**src/shared/adcpo_pkg.sv**
```systemverilog
// Shared constants and types for the parallel output converter control.
// Assumes a 40 MHz system clock; encode arrives as a sampled input.
package adcpo_pkg;

  localparam int unsigned SAMPLE_WIDTH   = 10;
  localparam int unsigned PIPE_STAGES    = 5;
  localparam logic [31:0] ADDR_CTRL      = 32'h0000_0000;
  localparam logic [31:0] ADDR_STATUS    = 32'h0000_0004;
  localparam logic [31:0] ADDR_IRQ_STAT  = 32'h0000_0008;
  localparam logic [31:0] ADDR_IRQ_CLR   = 32'h0000_000C;
  localparam logic [31:0] ADDR_IRQ_EN    = 32'h0000_0010;
  localparam logic [31:0] ADDR_ANALOG    = 32'h0000_0014;
  localparam int unsigned CTRL_PDS_BIT   = 0;
  localparam int unsigned CTRL_OEN_BIT   = 1;
  localparam int unsigned CTRL_MODE_LSB  = 2;
  localparam int unsigned IRQ_SAMPLE_BIT = 0;
  localparam int unsigned IRQ_RANGE_BIT  = 1;
  localparam logic [3:0]  CTRL_RESET     = 4'h2;
  localparam logic [1:0]  IRQ_EN_RESET   = 2'h0;
  localparam logic [1:0]  RESP_OKAY      = 2'h0;
  localparam logic [1:0]  RESP_SLVERR    = 2'h2;

  // Four levels of the format pin, lowest first
  typedef enum logic [1:0] {
    FMT_OB_STAB_OFF = 2'h0,
    FMT_OB_STAB_ON  = 2'h1,
    FMT_TC_STAB_ON  = 2'h2,
    FMT_TC_STAB_OFF = 2'h3
  } adcpo_format_type;

  typedef enum logic [1:0] {
    OP_NORMAL, OP_HIZ, OP_NAP, OP_SLEEP
  } adcpo_op_type;

  // Parallel output group with per-group enable
  typedef struct packed {
    logic [9:0] sample_bits;
    logic       range_exceeded_flag;
    logic       data_valid_strobe;
    logic       out_en;
  } adcpo_out_type;

  // One analog conversion result entering the pipeline
  typedef struct packed {
    logic [9:0] code;
    logic       over;
    logic       under;
  } adcpo_raw_type;

endpackage

```
**src/logic/adcpo_top.sv**
```systemverilog
// Digital control and parallel output side of a 10-bit sampling converter.
// Assumes encode_pos/encode_neg arrive asynchronous to clk (sampled).
//
// What this block does
// [RL1] Sample on each rising encode edge while converting (normal or output disable)
// [RL2] Normal mode drives all outputs
// [RL3] Output disable keeps converting, outputs high-Z
// [RL4] Power-down with outputs enabled naps, high-Z
// [RL5] Power-down with outputs disabled sleeps, high-Z
// [RL6] Capture logic latches on strobe fall
// [RL7] Ten-bit word, bit 9 is MSB
// [RL8] Overflow flag marks out-of-range sample
// [RL9] Format pin selects coding and stabilizer
// [RL10] Zero input alternates all-zero, all-one codes in two's complement
// [RL11] Result appears five encode cycles later
// [RL12] Word, flag, strobe update together
//
// The register addresses and register access over AXI4-Lite were decided locally.
`timescale 1ns/1ps
module adcpo_top
  import adcpo_pkg::*;
(
  input  wire logic                  clk,
  input  wire logic                  rst,
  input  wire logic                  encode_pos,
  input  wire logic                  encode_neg,
  input  wire adcpo_pkg::adcpo_raw_type analog_in,
  input  wire logic [31:0]           s_axi_awaddr,
  input  wire logic                  s_axi_awvalid,
  output logic                       s_axi_awready,
  input  wire logic [31:0]           s_axi_wdata,
  input  wire logic [3:0]            s_axi_wstrb,
  input  wire logic                  s_axi_wvalid,
  output logic                       s_axi_wready,
  output logic [1:0]                 s_axi_bresp,
  output logic                       s_axi_bvalid,
  input  wire logic                  s_axi_bready,
  input  wire logic [31:0]           s_axi_araddr,
  input  wire logic                  s_axi_arvalid,
  output logic                       s_axi_arready,
  output logic [31:0]                s_axi_rdata,
  output logic [1:0]                 s_axi_rresp,
  output logic                       s_axi_rvalid,
  input  wire logic                  s_axi_rready,
  output adcpo_pkg::adcpo_out_type   out_q,
  output logic                       irq_q
);
  import adcpo_pkg::*;

  // ---------------------------------------------------------------
  // Encode input synchroniser and edge detect
  // ---------------------------------------------------------------
  logic [1:0] enc_p_sync_q;
  logic [1:0] enc_n_sync_q;
  logic       enc_last_q;
  adcpo_raw_type raw_sync1_q;
  adcpo_raw_type raw_sync2_q;
  wire enc_diff;
  assign enc_diff = enc_p_sync_q[1] & ~enc_n_sync_q[1];

  always_ff @(posedge clk or posedge rst) begin
    if (rst) begin
      enc_p_sync_q <= 2'h0;
      enc_n_sync_q <= 2'h0;
      enc_last_q   <= 1'b0;
      raw_sync1_q  <= '0;
      raw_sync2_q  <= '0;
    end else begin
      enc_p_sync_q <= {enc_p_sync_q[0], encode_pos};
      enc_n_sync_q <= {enc_n_sync_q[0], encode_neg};
      enc_last_q   <= enc_diff;
      raw_sync1_q  <= analog_in;
      raw_sync2_q  <= raw_sync1_q;
    end
  end

  wire enc_rise;
  assign enc_rise = enc_diff & ~enc_last_q;  // [RL1]
  wire enc_fall;
  assign enc_fall = ~enc_diff & enc_last_q;

  // ---------------------------------------------------------------
  // Control register and operating mode
  // ---------------------------------------------------------------
  logic [3:0] ctrl_q;
  wire        pds;
  wire        oe_n;
  adcpo_format_type fmt;
  adcpo_op_type     op_mode;
  assign pds  = ctrl_q[CTRL_PDS_BIT];
  assign oe_n = ctrl_q[CTRL_OEN_BIT];
  assign fmt  = adcpo_format_type'(ctrl_q[CTRL_MODE_LSB +: 2]);
  assign op_mode = pds ? (oe_n ? OP_SLEEP : OP_NAP)   // [RL4] [RL5]
                       : (oe_n ? OP_HIZ : OP_NORMAL); // [RL2] [RL3]
  wire converting;
  assign converting = (op_mode == OP_NORMAL) || (op_mode == OP_HIZ);
  wire twos_comp;
  assign twos_comp = (fmt == FMT_TC_STAB_ON) || (fmt == FMT_TC_STAB_OFF);
  wire stab_on;
  assign stab_on = (fmt == FMT_OB_STAB_ON) || (fmt == FMT_TC_STAB_ON);

  // ---------------------------------------------------------------
  // Five stage conversion pipeline
  // ---------------------------------------------------------------
  logic [SAMPLE_WIDTH-1:0] pipe_code_q [PIPE_STAGES];
  logic [PIPE_STAGES-1:0]  pipe_ovr_q;
  logic [PIPE_STAGES-1:0]  pipe_vld_q;
  wire  [SAMPLE_WIDTH-1:0] coded;
  // Two's complement is offset binary with the MSB inverted
  assign coded = twos_comp ? {~raw_sync2_q.code[9], raw_sync2_q.code[8:0]}
                           : raw_sync2_q.code;  // [RL9] [RL10]
  wire  ovr_in;
  assign ovr_in = raw_sync2_q.over | raw_sync2_q.under;  // [RL8]

  always_ff @(posedge clk or posedge rst) begin
    if (rst) begin
      for (int i = 0; i < PIPE_STAGES; i++) begin
        pipe_code_q[i] <= '0;
      end
      pipe_ovr_q <= '0;
      pipe_vld_q <= '0;
    end else if (enc_rise && converting) begin  // [RL1] [RL11]
      pipe_code_q[0] <= coded;
      for (int i = 1; i < PIPE_STAGES; i++) begin
        pipe_code_q[i] <= pipe_code_q[i-1];
      end
      pipe_ovr_q <= {pipe_ovr_q[PIPE_STAGES-2:0], ovr_in};
      pipe_vld_q <= {pipe_vld_q[PIPE_STAGES-2:0], 1'b1};
    end else if (!converting) begin
      pipe_vld_q <= '0;
    end
  end

  // ---------------------------------------------------------------
  // Output register: word and flag update at encode rise, strobe
  // follows encode so its falling edge sits mid-word
  // ---------------------------------------------------------------
  wire out_load;
  assign out_load = enc_rise && converting && pipe_vld_q[PIPE_STAGES-1];

  always_ff @(posedge clk or posedge rst) begin
    if (rst) begin
      out_q <= '0;
    end else begin
      if (out_load) begin  // [RL12] [RL7]
        out_q.sample_bits         <= pipe_code_q[PIPE_STAGES-1];
        out_q.range_exceeded_flag <= pipe_ovr_q[PIPE_STAGES-1];  // [RL8]
      end
      if (out_load) begin
        out_q.data_valid_strobe <= 1'b1;
      end else if (enc_fall) begin
        out_q.data_valid_strobe <= 1'b0;  // [RL6]
      end
      out_q.out_en <= (op_mode == OP_NORMAL);  // [RL2] [RL3]
    end
  end

  // ---------------------------------------------------------------
  // Interrupt status, clear and enable
  // ---------------------------------------------------------------
  logic [1:0] irq_stat_q;
  logic [1:0] irq_en_q;
  logic [1:0] irq_clr;
  wire  [1:0] irq_set;
  assign irq_set = {out_load & pipe_ovr_q[PIPE_STAGES-1], out_load};

  always_ff @(posedge clk or posedge rst) begin
    if (rst) begin
      irq_stat_q <= 2'h0;
      irq_q      <= 1'b0;
    end else begin
      irq_stat_q <= (irq_stat_q & ~irq_clr) | irq_set;  // set wins
      irq_q      <= |(((irq_stat_q & ~irq_clr) | irq_set) & irq_en_q);
    end
  end

  // ---------------------------------------------------------------
  // AXI4-Lite slave
  // ---------------------------------------------------------------
  logic        aw_hold_q;
  logic        w_hold_q;
  logic [31:0] awaddr_q;
  logic [31:0] wdata_q;
  logic [3:0]  wstrb_q;
  wire aw_take;
  assign aw_take = s_axi_awvalid & s_axi_awready;
  wire w_take;
  assign w_take = s_axi_wvalid & s_axi_wready;
  wire wr_fire;
  assign wr_fire = aw_hold_q & w_hold_q & ~s_axi_bvalid;
  wire wr_ctrl;
  assign wr_ctrl = wr_fire && awaddr_q == ADDR_CTRL && wstrb_q[0];
  wire wr_clr;
  assign wr_clr = wr_fire && awaddr_q == ADDR_IRQ_CLR && wstrb_q[0];
  wire wr_en;
  assign wr_en = wr_fire && awaddr_q == ADDR_IRQ_EN && wstrb_q[0];
  wire wr_ok;
  assign wr_ok = awaddr_q == ADDR_CTRL || awaddr_q == ADDR_IRQ_CLR
              || awaddr_q == ADDR_IRQ_EN;
  assign irq_clr = wr_clr ? wdata_q[1:0] : 2'h0;

  always_ff @(posedge clk or posedge rst) begin
    if (rst) begin
      s_axi_awready <= 1'b0;
      s_axi_wready  <= 1'b0;
      aw_hold_q     <= 1'b0;
      w_hold_q      <= 1'b0;
      awaddr_q      <= '0;
      wdata_q       <= '0;
      wstrb_q       <= '0;
      s_axi_bvalid  <= 1'b0;
      s_axi_bresp   <= RESP_OKAY;
      ctrl_q        <= CTRL_RESET;
      irq_en_q      <= IRQ_EN_RESET;
    end else begin
      s_axi_awready <= ~aw_hold_q & ~aw_take & ~s_axi_bvalid;
      s_axi_wready  <= ~w_hold_q & ~w_take & ~s_axi_bvalid;
      if (aw_take) begin
        aw_hold_q <= 1'b1;
        awaddr_q  <= s_axi_awaddr;
      end
      if (w_take) begin
        w_hold_q <= 1'b1;
        wdata_q  <= s_axi_wdata;
        wstrb_q  <= s_axi_wstrb;
      end
      if (wr_fire) begin
        aw_hold_q    <= 1'b0;
        w_hold_q     <= 1'b0;
        s_axi_bvalid <= 1'b1;
        s_axi_bresp  <= wr_ok ? RESP_OKAY : RESP_SLVERR;
      end else if (s_axi_bready) begin
        s_axi_bvalid <= 1'b0;
      end
      if (wr_ctrl) begin
        ctrl_q <= wdata_q[3:0];
      end
      if (wr_en) begin
        irq_en_q <= wdata_q[1:0];
      end
    end
  end

  wire [31:0] rd_mux;
  wire        rd_ok;
  assign rd_ok = s_axi_araddr == ADDR_CTRL || s_axi_araddr == ADDR_STATUS
              || s_axi_araddr == ADDR_IRQ_STAT || s_axi_araddr == ADDR_IRQ_EN
              || s_axi_araddr == ADDR_ANALOG;
  assign rd_mux =
    (s_axi_araddr == ADDR_CTRL)     ? {28'h0, ctrl_q} :
    (s_axi_araddr == ADDR_STATUS)   ? {26'h0, stab_on, twos_comp,
                                       op_mode, out_q.data_valid_strobe,
                                       converting} :
    (s_axi_araddr == ADDR_IRQ_STAT) ? {30'h0, irq_stat_q} :
    (s_axi_araddr == ADDR_IRQ_EN)   ? {30'h0, irq_en_q} :
    (s_axi_araddr == ADDR_ANALOG)   ? {21'h0, out_q.range_exceeded_flag,
                                       out_q.sample_bits} :
    32'h0;

  always_ff @(posedge clk or posedge rst) begin
    if (rst) begin
      s_axi_arready <= 1'b0;
      s_axi_rvalid  <= 1'b0;
      s_axi_rdata   <= '0;
      s_axi_rresp   <= RESP_OKAY;
    end else begin
      s_axi_arready <= ~s_axi_arready & ~s_axi_rvalid & s_axi_arvalid;
      if (s_axi_arready & s_axi_arvalid) begin
        s_axi_rvalid <= 1'b1;
        s_axi_rdata  <= rd_mux;
        s_axi_rresp  <= rd_ok ? RESP_OKAY : RESP_SLVERR;
      end else if (s_axi_rready) begin
        s_axi_rvalid <= 1'b0;
      end
    end
  end
endmodule

```
**config.mk**
```make
export PLATFORM = sky130hd
export DESIGN_NAME = adcpo_top
export DESIGN_NICKNAME = d
export VERILOG_FILES = /design/src/shared/adcpo_pkg.sv /design/src/logic/adcpo_top.sv
export SDC_FILE = /design/constraint.sdc
export NUM_CORES = 1
export LEC_CHECK = 0
export ABC_AREA = 1
export BUFFER_PORTS_ARGS = -buffer_cell sky130_fd_sc_hd__buf_2
export CORE_MARGIN = 2
export CORE_UTILIZATION = 40
export CTS_CLUSTER_DIAMETER = 40
export DETAILED_ROUTE_END_ITERATION = 8
export PLACE_DENSITY = 0.7
export SLEW_MARGIN = 20
export SYNTH_ARGS = -nofsm -noshare
export SYNTH_HDL_FRONTEND = slang
export SYNTH_SLANG_ARGS = --single-unit
```
**constraint.sdc**
```tcl
create_clock -name clk -period 6 [get_ports clk]
set_clock_uncertainty 0.2 [all_clocks]
set_input_delay 0.9 -clock clk [delete_from_list [all_inputs] [get_ports clk]]
set_output_delay 0.9 -clock clk [all_outputs]
set_load 0.1 [all_outputs]
```
# Yosys cells after proc, flatten, opt, wreduce, memory -nomap -nowiden
# Cells that the tools add are included.
[word_totals] output_inout_bits=55 ff_bits=191 in_bits=121 wordCells=129
[op_classes] reduce_logical=26 muxes=24 bitwise=31 n_eq_ne=11
[ops] operator="$eq 32x5->1 const B" count=3
[ops] operator="$eq 32x4->1 const B" count=2
[ops] operator="$logic_not 32->1" count=2
[ops] operator="$mux 11" count=5
[ops] operator="$eq 32x3->1 const B" count=1
[ops] operator="$and 1x1->1" count=15
[ops] operator="$mux 1" count=12
[ops] operator="$not 1->1" count=11
[ops] operator="$mux 10" count=1
[ops] operator="$mux 5" count=2
[ops] operator="$reduce_bool 2->1" count=5
[ops] operator="$logic_or 1x1->1" count=9
[ops] operator="$logic_and 1x1->1" count=8
[ops] operator="$mux 2" count=4
[ops] operator="$and 2x2->2" count=2
[ops] operator="$eq 2x1->1 const B" count=2
[ops] operator="$eq 2x2->1 const B" count=2
[ops] operator="$logic_not 2->1" count=1
[ops] operator="$ne 2x1->1 const B" count=1
[ops] operator="$not 2->2" count=1
[ops] operator="$or 2x2->2" count=1
[ops] operator="$reduce_or 2->1" count=1
[ops] operator="$or 1x1->1" count=1

# Longest topological paths before layout
# Gate-level depths: netlist of run 1.
[depth] word_depth=10 ltp_mapped=11 ltp_nobuf=11

# Worst setup path before layout of run 1
# No wires, ideal clock.
[synth_timing] path_type="input-to-reg" from="in s_axi_araddr[5]" to="reg s_axi_rdata[1]" n_path_buf=0 setup_slack_ps=3928 t_required_ps=5677 stages=9 arrival_ps=1749 setup_time_ps=123 path_cell_list="or2_4 > nor2_8 > nand2_2 > nor2_4 > nand2_1 > nor2_1 > nor2_1 > nand2_1 > a21oi_2"
[synth_between] elab_chain_cells=6 elab_cells_between_ends=10 classes_between="eq/ne (4); mux (5); reduce/logical (1)"
[synth_rtl] element="start: declaration" line_no="adcpo_top.sv:38" text="input wire logic [31:0] s_axi_araddr,"
[synth_rtl] element="$eq 32x5->1" line_no="adcpo_top.sv:256" text="(s_axi_araddr == ADDR_ANALOG) ? {21'h0, out_q.range_exceeded_flag,"
[synth_rtl] element="$mux 11" line_no="adcpo_top.sv:256"
[synth_rtl] element="$mux 11" line_no="adcpo_top.sv:255" text="(s_axi_araddr == ADDR_IRQ_EN) ? {30'h0, irq_en_q} :"
[synth_rtl] element="$mux 11" line_no="adcpo_top.sv:254" text="(s_axi_araddr == ADDR_IRQ_STAT) ? {30'h0, irq_stat_q} :"
[synth_rtl] element="$mux 11" line_no="adcpo_top.sv:251" text="(s_axi_araddr == ADDR_STATUS) ? {26'h0, stab_on, twos_comp,"
[synth_rtl] element="$mux 11 *" line_no="adcpo_top.sv:250" text="(s_axi_araddr == ADDR_CTRL) ? {28'h0, ctrl_q} :"
[synth_rtl] element="end signal: assignment" line_no="adcpo_top.sv:270" text="s_axi_rdata <= rd_mux;"
[synth_rtl] element="end: declaration" line_no="adcpo_top.sv:41" text="output logic [31:0] s_axi_rdata,"
# Mark *: on every way between the ends. The rest lies on a longest branch, timed or not.
# A chain may end at the register's enable or synchronous reset.

# Final worst setup path of run 1
[layout_timing] from="reg enc_n_sync_q[1]" to="reg irq_q"
[layout_between] elab_chain_cells=9
[layout_rtl] element="start: declaration" line_no="adcpo_top.sv:54" text="logic [1:0] enc_n_sync_q;"
[layout_rtl] element="start signal: assignment" line_no="adcpo_top.sv:70" text="enc_n_sync_q <= {enc_n_sync_q[0], encode_neg};"
[layout_rtl] element="$not 1->1 *" line_no="adcpo_top.sv:59" text="assign enc_diff = enc_p_sync_q[1] & ~enc_n_sync_q[1];"
[layout_rtl] element="$and 1x1->1 *" line_no="adcpo_top.sv:59"
[layout_rtl] element="named net enc_diff" line_no="adcpo_top.sv:58" text="wire enc_diff;"
[layout_rtl] element="$and 1x1->1 *" line_no="adcpo_top.sv:78" text="assign enc_rise = enc_diff & ~enc_last_q;"
[layout_rtl] element="$logic_and 1x1->1 * (2 in a row)" line_no="adcpo_top.sv:139" text="assign out_load = enc_rise && converting && pipe_vld_q[PIPE_STAGES-1];"
[layout_rtl] element="$and 1x1->1" line_no="adcpo_top.sv:165" text="assign irq_set = {out_load & pipe_ovr_q[PIPE_STAGES-1], out_load};"
[layout_rtl] element="$or 2x2->2 *" line_no="adcpo_top.sv:173" text="irq_q <= |(((irq_stat_q & ~irq_clr) | irq_set) & irq_en_q);"
[layout_rtl] element="$and 2x2->2 *" line_no="adcpo_top.sv:173"
[layout_rtl] element="$reduce_or 2->1 *" line_no="adcpo_top.sv:173"
[layout_rtl] element="end signal: assignment" line_no="adcpo_top.sv:173"
[layout_rtl] element="end: declaration" line_no="adcpo_top.sv:46" text="output logic irq_q"
# The timed path passes the listed nets; every way through them passes the cells marked *.

==> summary.md, run 1 <==
| Metric | Value |
|---|---|
| CTS tree | yes |
| Switch Pwr | 1290 uW |
| Setup Buffers After CTS | 0 |
| EDFF count, synth | 0 |
| Area Overhead vs Synth | 19.6% |
| Ys Warns | 0 |
| Die Ht | 134 microns |
| Crit path cell chain | nor2_2, nand2_2, nor2_4, buf_4, inv_2, buf_4, nor2_4, inv_2, nand2_1, nand2_1, nand2_1 |
| Comb pwr share | 25.0% |
| Wirelength per Cell | 11.0 microns |
| CTS root buf | clkbuf_16 |
| Crit path max-delay family | simple AND/OR/NAND/NOR gates |
| Sw frac | 36.5% |
| Leak Pwr | 0.00439 uW |
| Ys flop type | dfrtp_1 |
| Num ports | 176 |
| Layout fillers | 1578 |
| Share of cells above drive strength 1 | a little over a fifth |
| Outcome | finished, final reports clean |
| CP required | 6160 ps |
| CP Capture Type | flop |
| Synth Cell Area | 6810 sq um |
| Initial DRC count | 304 |
| Core Box Area | 16600 sq um |
| Initial antenna violation count | 0 |
| Cts repair resizes | 0 |
| Worst-margin pin slew | 1040 ps |
| First-pass GRT wire length | 21.5 mm |
| DRT Wirelength | 12.3 mm |
| Bufs and invs on worst path | 4 |
| Slowest cell on crit path | buf_4 |
| Die Area | 18100 sq um |
| Htree depth | 4 |
| GRT busiest layer | met2 |
| Routed Antenna Nets | 0 |
| Library cells used by synthesis | 36 |
| Worst Setup SP | enc_n_sync_q[1]$_DFF_PP0_ |
| Setup violators final | 0 |
| Levels on crit path | 11 |
| CP max FO | 60 |
| Drt first pass iters | 4 |
| RSZ-0062 raised after global routing | false |
| Final Hold Viols | 0 |
| Class of the worst hold path | reg -> reg |
| Crit-path max cell delay | between 400 and 500 ps |
| Ranking of synthesized cells by area | dfrtp_1, nand2_1, buf_4, nor2_1, o21ai_0 |
| Total gr overflow | 0 |
| DRC viols | 0 |
| Post-Syn Area per Cell | 8.94 sq um |
| FF-to-FF setup slack | 3380 ps |
| Worst Setup Start Kind | flop |
| Most frequent cell after synthesis | nand2_1 |
| Total Neg Setup Slack | 0 ps |
| Area share of the largest cell type after synthesis | 61.4% |
| GR Util met3 | 3.49% |
| Rows | between 40 and 50 |
| Initial Util | 40.9% |
| Slew HR | 30.4% |
| Dominant cell type by area after synthesis | dfrtp_1 |
| Clk slew on worst S/H paths | 70 ps |
| Count of input and output buffers | 121 |
| Final period utilization | roughly 44% |
| DP HPWL | 8.34 mm |
| Final Non-Filler Cells | 1115 |
| Num CTS Buffers | 17 |
| Syn Inst Count | 762 |
| Grt met2 use | 24.6% |
| GR Util met1 | 18.6% |
| Antenna Cells | 0 |
| Largest net degree at the start of global routing | about 120 |
| Worst Setup EP | irq_q$_DFF_PP0_ |
| Tmin final | 2620 ps |
| Peak VDD IR | 0.306 mV |
| Final Net Count | around 1000 |
| Register area share after synthesis | 61.7% |
| Worst r2r dst | irq_q$_DFF_PP0_ |
| F_max | roughly 380 MHz |
| Most frequent CP cell | nand2_1 |
| Sequential share of power | a little over two fifths |
| Die X | 134 microns |
| Placer Congestion | 0.806 |
| Inst Count DP | 1083 |
| Cell Int Power | around 2200 uW |
| R2R cell count | 11 |
| Power Density | between 400 and 500 nW/um^2 |
| Vias per cell | 4.38 |
| Clk_lat worst skew | 420 ps |
| GRT Total Usage | 14.9% |
| Clock network power share | 31.4% |
| Max_cap viols | 0 |
| Vias in the first global route | 4868 |
| Hold-fix buffers, CTS | 0 |
| Slew Viols, Final | 0 |
| CTS max path bufs | 2 |
| Commonest cells post-synth | nand2_1, dfrtp_1, nor2_1 |
| Ys async rst share | 100% |
| Reg-to-Reg Start | enc_n_sync_q[1]$_DFF_PP0_ |
| CTS sink cnt | about 170 |
| Vias | 4882 |
| Critical path class | reg -> reg |
| Yosys reg bits | around 170 |
| CP arrival | 2780 ps |
[stage by stage]
step	worst slack (ps)	instance area, sq um	utilization, %	total power (uW)	hold slack (ps)
finish	3380	8140	48.9	3540	149
global route	3070	8140	48.9	3750	156
CTS	3320	8140	48.9	3580	150
detailed placement	3190	7530	45.2	2460	135
global placement	3230	7530	45.2	2430	134
floorplan	355	6890	-	2280	131
[cell families after synthesis]
logic type                 Yosys count  synth area share (%)
AOI/OAI and AO/OA                   45                  3.62
other                                1                0.0551
buffers and inverters               92                  6.78
xor gates and xnor gates             1                 0.129
DFF                                168                  61.7
adders and majority gates            2                 0.367
and+or+nand+nor                    453                  27.3
[state kept, by name (all words and copies together) (netlist names), 2 cells and up]
name and flops:
pipe_vld_q 5, raw_sync2_q 12, irq_en_q 2, out_q 13, wdata_q 4, irq_stat_q 2
enc_p_sync_q 2, pipe_ovr_q 5, awaddr_q 32, enc_n_sync_q 2, pipe_code_q 50, ctrl_q 4
s_axi_rdata 11, raw_sync1_q 12
[area by class of cell]
cell class,count,area (sq um),share of cell area (%)
repair buffers,125,636,7.80
clock buffers,19,453,5.56
multi-input cells,524,2230,27.4
well taps,220,275,3.38
clock inverters,13,160,1.97
flip-flops and latches,168,4210,51.6
inverters,46,184,2.26
[how the worst min path moves through the flow]
stage                     depth (start not counted)                        end  slack (ps)                       from
after floorplan                                   0  enc_n_sync_q[1]$_DFF_PP0_         130  enc_n_sync_q[0]$_DFF_PP0_
after global placement                            0   raw_sync2_q[5]$_DFF_PP0_         130   raw_sync1_q[5]$_DFF_PP0_
after detailed placement                          0   raw_sync2_q[1]$_DFF_PP0_         130   raw_sync1_q[1]$_DFF_PP0_
after CTS                                         0  enc_p_sync_q[1]$_DFF_PP0_         150  enc_p_sync_q[0]$_DFF_PP0_
after global routing                              0   raw_sync2_q[1]$_DFF_PP0_         160   raw_sync1_q[1]$_DFF_PP0_
final                                             0   raw_sync2_q[1]$_DFF_PP0_         150   raw_sync1_q[1]$_DFF_PP0_
[power by group through the flow]
stage | Combinational, uW | Sequential (uW) | Clock (uW)
6_report | 885 | 1540 | 1110
2_1_floorplan | 429 | 1850 | 0
3_5_place_dp | 895 | 1560 | 0
3_3_place_gp | 879 | 1550 | 0
4_1_cts | 900 | 1540 | 1140
5_1_grt | 986 | 1570 | 1190
[placed cells by master (no fill, tap or decap), types with 2 or more instances in the layout]
cell          n
nand3_2       2
clkbuf_8      2
nor2_2        5
bufinv_16     2
nand2_2       8
nor3_1        3
ha_1          2
clkinvlp_4    3
buf_2       121
nor2_4        6
nand3_1      25
inv_8         4
buf_4         4
inv_6         2
nor2_1       49
conb_1       23
o22ai_1       4
nand2_1     349
inv_1        40
inv_2         2
o21ai_1       3
dfrtp_1     167
clkbuf_16    17
o21ai_0      32
a21oi_1       2
clkinv_4      3
[per-layer routing]
layer	vias to the layer above	wire length, microns
met5	-	0
met4	0	290
met3	21	507
met2	112	5770
met1	2221	5730
li1	2528	-
(Power assumes the default switching activity.)
==> run 2: changes to the inputs <==
==> constraint.sdc (replaced) <==
create_clock -name clk -period 2.1 [get_ports clk]
set_clock_uncertainty 0.2 [all_clocks]
set_input_delay 0.315 -clock clk [delete_from_list [all_inputs] [get_ports clk]]
set_output_delay 0.315 -clock clk [all_outputs]
set_load 0.1 [all_outputs]
==> summary.md, run 2 (synthesized netlist as in run 1, its figures left out) <==
| Metric | Value |
|---|---|
| CP max FO | 14 |
| Clk slew on worst S/H paths | 60 ps |
| Die X | 134 microns |
| Peak VDD IR | 0.709 mV |
| First-pass GRT wire length | 23.0 mm |
| CTS sink cnt | roughly 170 |
| Worst Setup EP | irq_q$_DFF_PP0_ |
| Total Neg Setup Slack | 0 ps |
| FF-to-FF setup slack | 310 ps |
| Cts repair resizes | 0 |
| Die Ht | around 130 microns |
| Hold_ws | 122 ps |
| Tmin final | between 1500 and 2000 ps |
| Htree depth | 4 |
| R2R cell count | 9 |
| Core Box Area | 16600 sq um |
| Drt first pass iters | 4 |
| Worst Setup SP | enc_n_sync_q[1]$_DFF_PP0_ |
| Setup Buffers After CTS | 0 |
| Leak Pwr | between 0.004 and 0.005 uW |
| Vias | 5193 |
| Final period utilization | 85.5% |
| Vias in the first global route | 5106 |
| Slew Viols, Final | 0 |
| Class of the worst hold path | in -> reg |
| CP arrival | between 1500 and 2000 ps |
| Most frequent CP cell | nand2_1 |
| Power Density | 1150 nW/um^2 |
| Worst r2r dst | irq_q$_DFF_PP0_ |
| CP required | around 2300 ps |
| Final Hold Viols | 0 |
| F_max | 557 MHz |
| Worst-margin pin slew | 557 ps |
| Routed Antenna Nets | 0 |
| Vias per cell | 4.40 |
| Clk_lat worst skew | ~420 ps |
| Final Net Count | 1070 |
| Max_cap viols | 0 |
| Most common cell after layout, fill and taps aside | nand2_1 |
| CTS tree | yes |
| Initial DRC count | 313 |
| Slowest cell on crit path | dfrtp_1 |
| RSZ-0062 raised after global routing | false |
| Reg-to-Reg Start | enc_n_sync_q[1]$_DFF_PP0_ |
| Crit path max-delay family | simple AND/OR/NAND/NOR gates |
| Largest net degree at the start of global routing | 60 |
| Count of input and output buffers | 121 |
| Biggest regs | pipe_code_q (50), awaddr_q (32), out_q (13) |
| Initial Util | 40.9% |
| Critical path class | reg -> reg |
| Hold-fix buffers, CTS | 56 |
| Placer Congestion | 0.793 |
| Antenna Cells | 0 |
| Num ports | 176 |
| Most frequent cells in the layout | nand2_1, dfrtp_1, buf_2 |
| Worst Setup Start Kind | flop |
| Max reg flops | 50 |
| Share of cells above drive strength 1 | 20.5% |
| Bufs and invs on worst path | 2 |
| Num CTS Buffers | 17 |
| GRT Total Usage | 16.0% |
| CTS root buf | clkbuf_16 |
| Crit-path max cell delay | 370 ps |
| Setup violators final | 0 |
| Area Overhead vs Synth | 28.7% |
| DRC viols | 0 |
| Levels on crit path | 9 |
| Die Area | between 15000 and 20000 sq um |
| Largest reg by FF count | pipe_code_q |
| Slew HR | 62.8% |
| Crit path cell chain | nor2_2, nand2_2, nor2_4, inv_2, nor2_4, inv_2, nand2_1, nand2_1, nand2_1 |
| CTS max path bufs | 2 |
| Total gr overflow | 0 |
| DRT Wirelength | 13.4 mm |
| CP Capture Type | flop |
| DP HPWL | 8.82 mm |
| Rows | 47 |
| Outcome | finished, final reports clean |
| Wirelength per Cell | between 10 and 15 microns |
| Initial antenna violation count | 0 |
run 2: cell count changes in the layout (fill, tap and decap cells not counted), sizes merged:
cell         before  now
clkinvlp          3    4
clkbuf           19   20
dlygate4sd3       0   56
clkinv            5    6
inv              49   47
buf             125  134
bufinv            2    1
run 2: cell type report:
type                            instances  area (sq um)
Multi-Input combinational cell        524          2230
Clock buffer                           20           457
Sequential cell                       168          4210
Tap cell                              220           275
Timing Repair Buffer                  190          1300
Clock inverter                         12           118
Inverter                               46           180
Fill cell                            1527          7880
run 2: stage by stage:
step	std cells	total power, uW	utilization (%)	worst slack [ps]	cell area (sq um)
after floorplan	784	6510	-	-555	6900
after global placement	1092	6970	45.9	337	7630
after detailed placement	1092	7050	45.9	300	7630
after CTS	1180	10200	52.7	274	8770
after global routing	1180	10700	52.7	146	8770
final	1180	10000	52.7	305	8770
run 2: metal layers:
| layer | vias up | global-route usage (%) | part of all wire, % |
|---|---|---|---|
| met5 | - | 0 | 0 |
| met4 | 0 | 8.42 | 2.8 |
| met3 | 26 | 3.42 | 3.7 |
| met2 | 126 | 25.8 | 48 |
| met1 | 2373 | 20.4 | 46 |
| li1 | 2668 | - | - |
run 2: worst register-to-register path, stage by stage (launching register included):
cell     delay [ps]
dfrtp_1         370
nor2_2          190
nand2_2         110
nor2_4          140
inv_2            70
nor2_4          240
inv_2           180
nand2_1         130
nand2_1          60
nand2_1          60
run 2: how the worst min path moves through the flow:
stage                                         start                    endpoint  slack, ps  cells past startpoint
after floorplan           enc_n_sync_q[0]$_DFF_PP0_   enc_n_sync_q[1]$_DFF_PP0_        130                      0
after CTS                           s_axi_araddr[2]  s_axi_rdata[1]$_DFFE_PP0P_        110                      5
final                               s_axi_araddr[2]  s_axi_rdata[1]$_DFFE_PP0P_        120                      5
after global routing       raw_sync1_q[1]$_DFF_PP0_    raw_sync2_q[1]$_DFF_PP0_        150                      0
after detailed placement  raw_sync1_q[10]$_DFF_PP0_   raw_sync2_q[10]$_DFF_PP0_        130                      0
after global placement     raw_sync1_q[4]$_DFF_PP0_    raw_sync2_q[4]$_DFF_PP0_        130                      0
run 2: power breakdown:
part           total, uW  switching [uW]  internal (uW)
Combinational       2650            1990            662
Clock               2970            1260           1710
Sequential          4420             413           4000
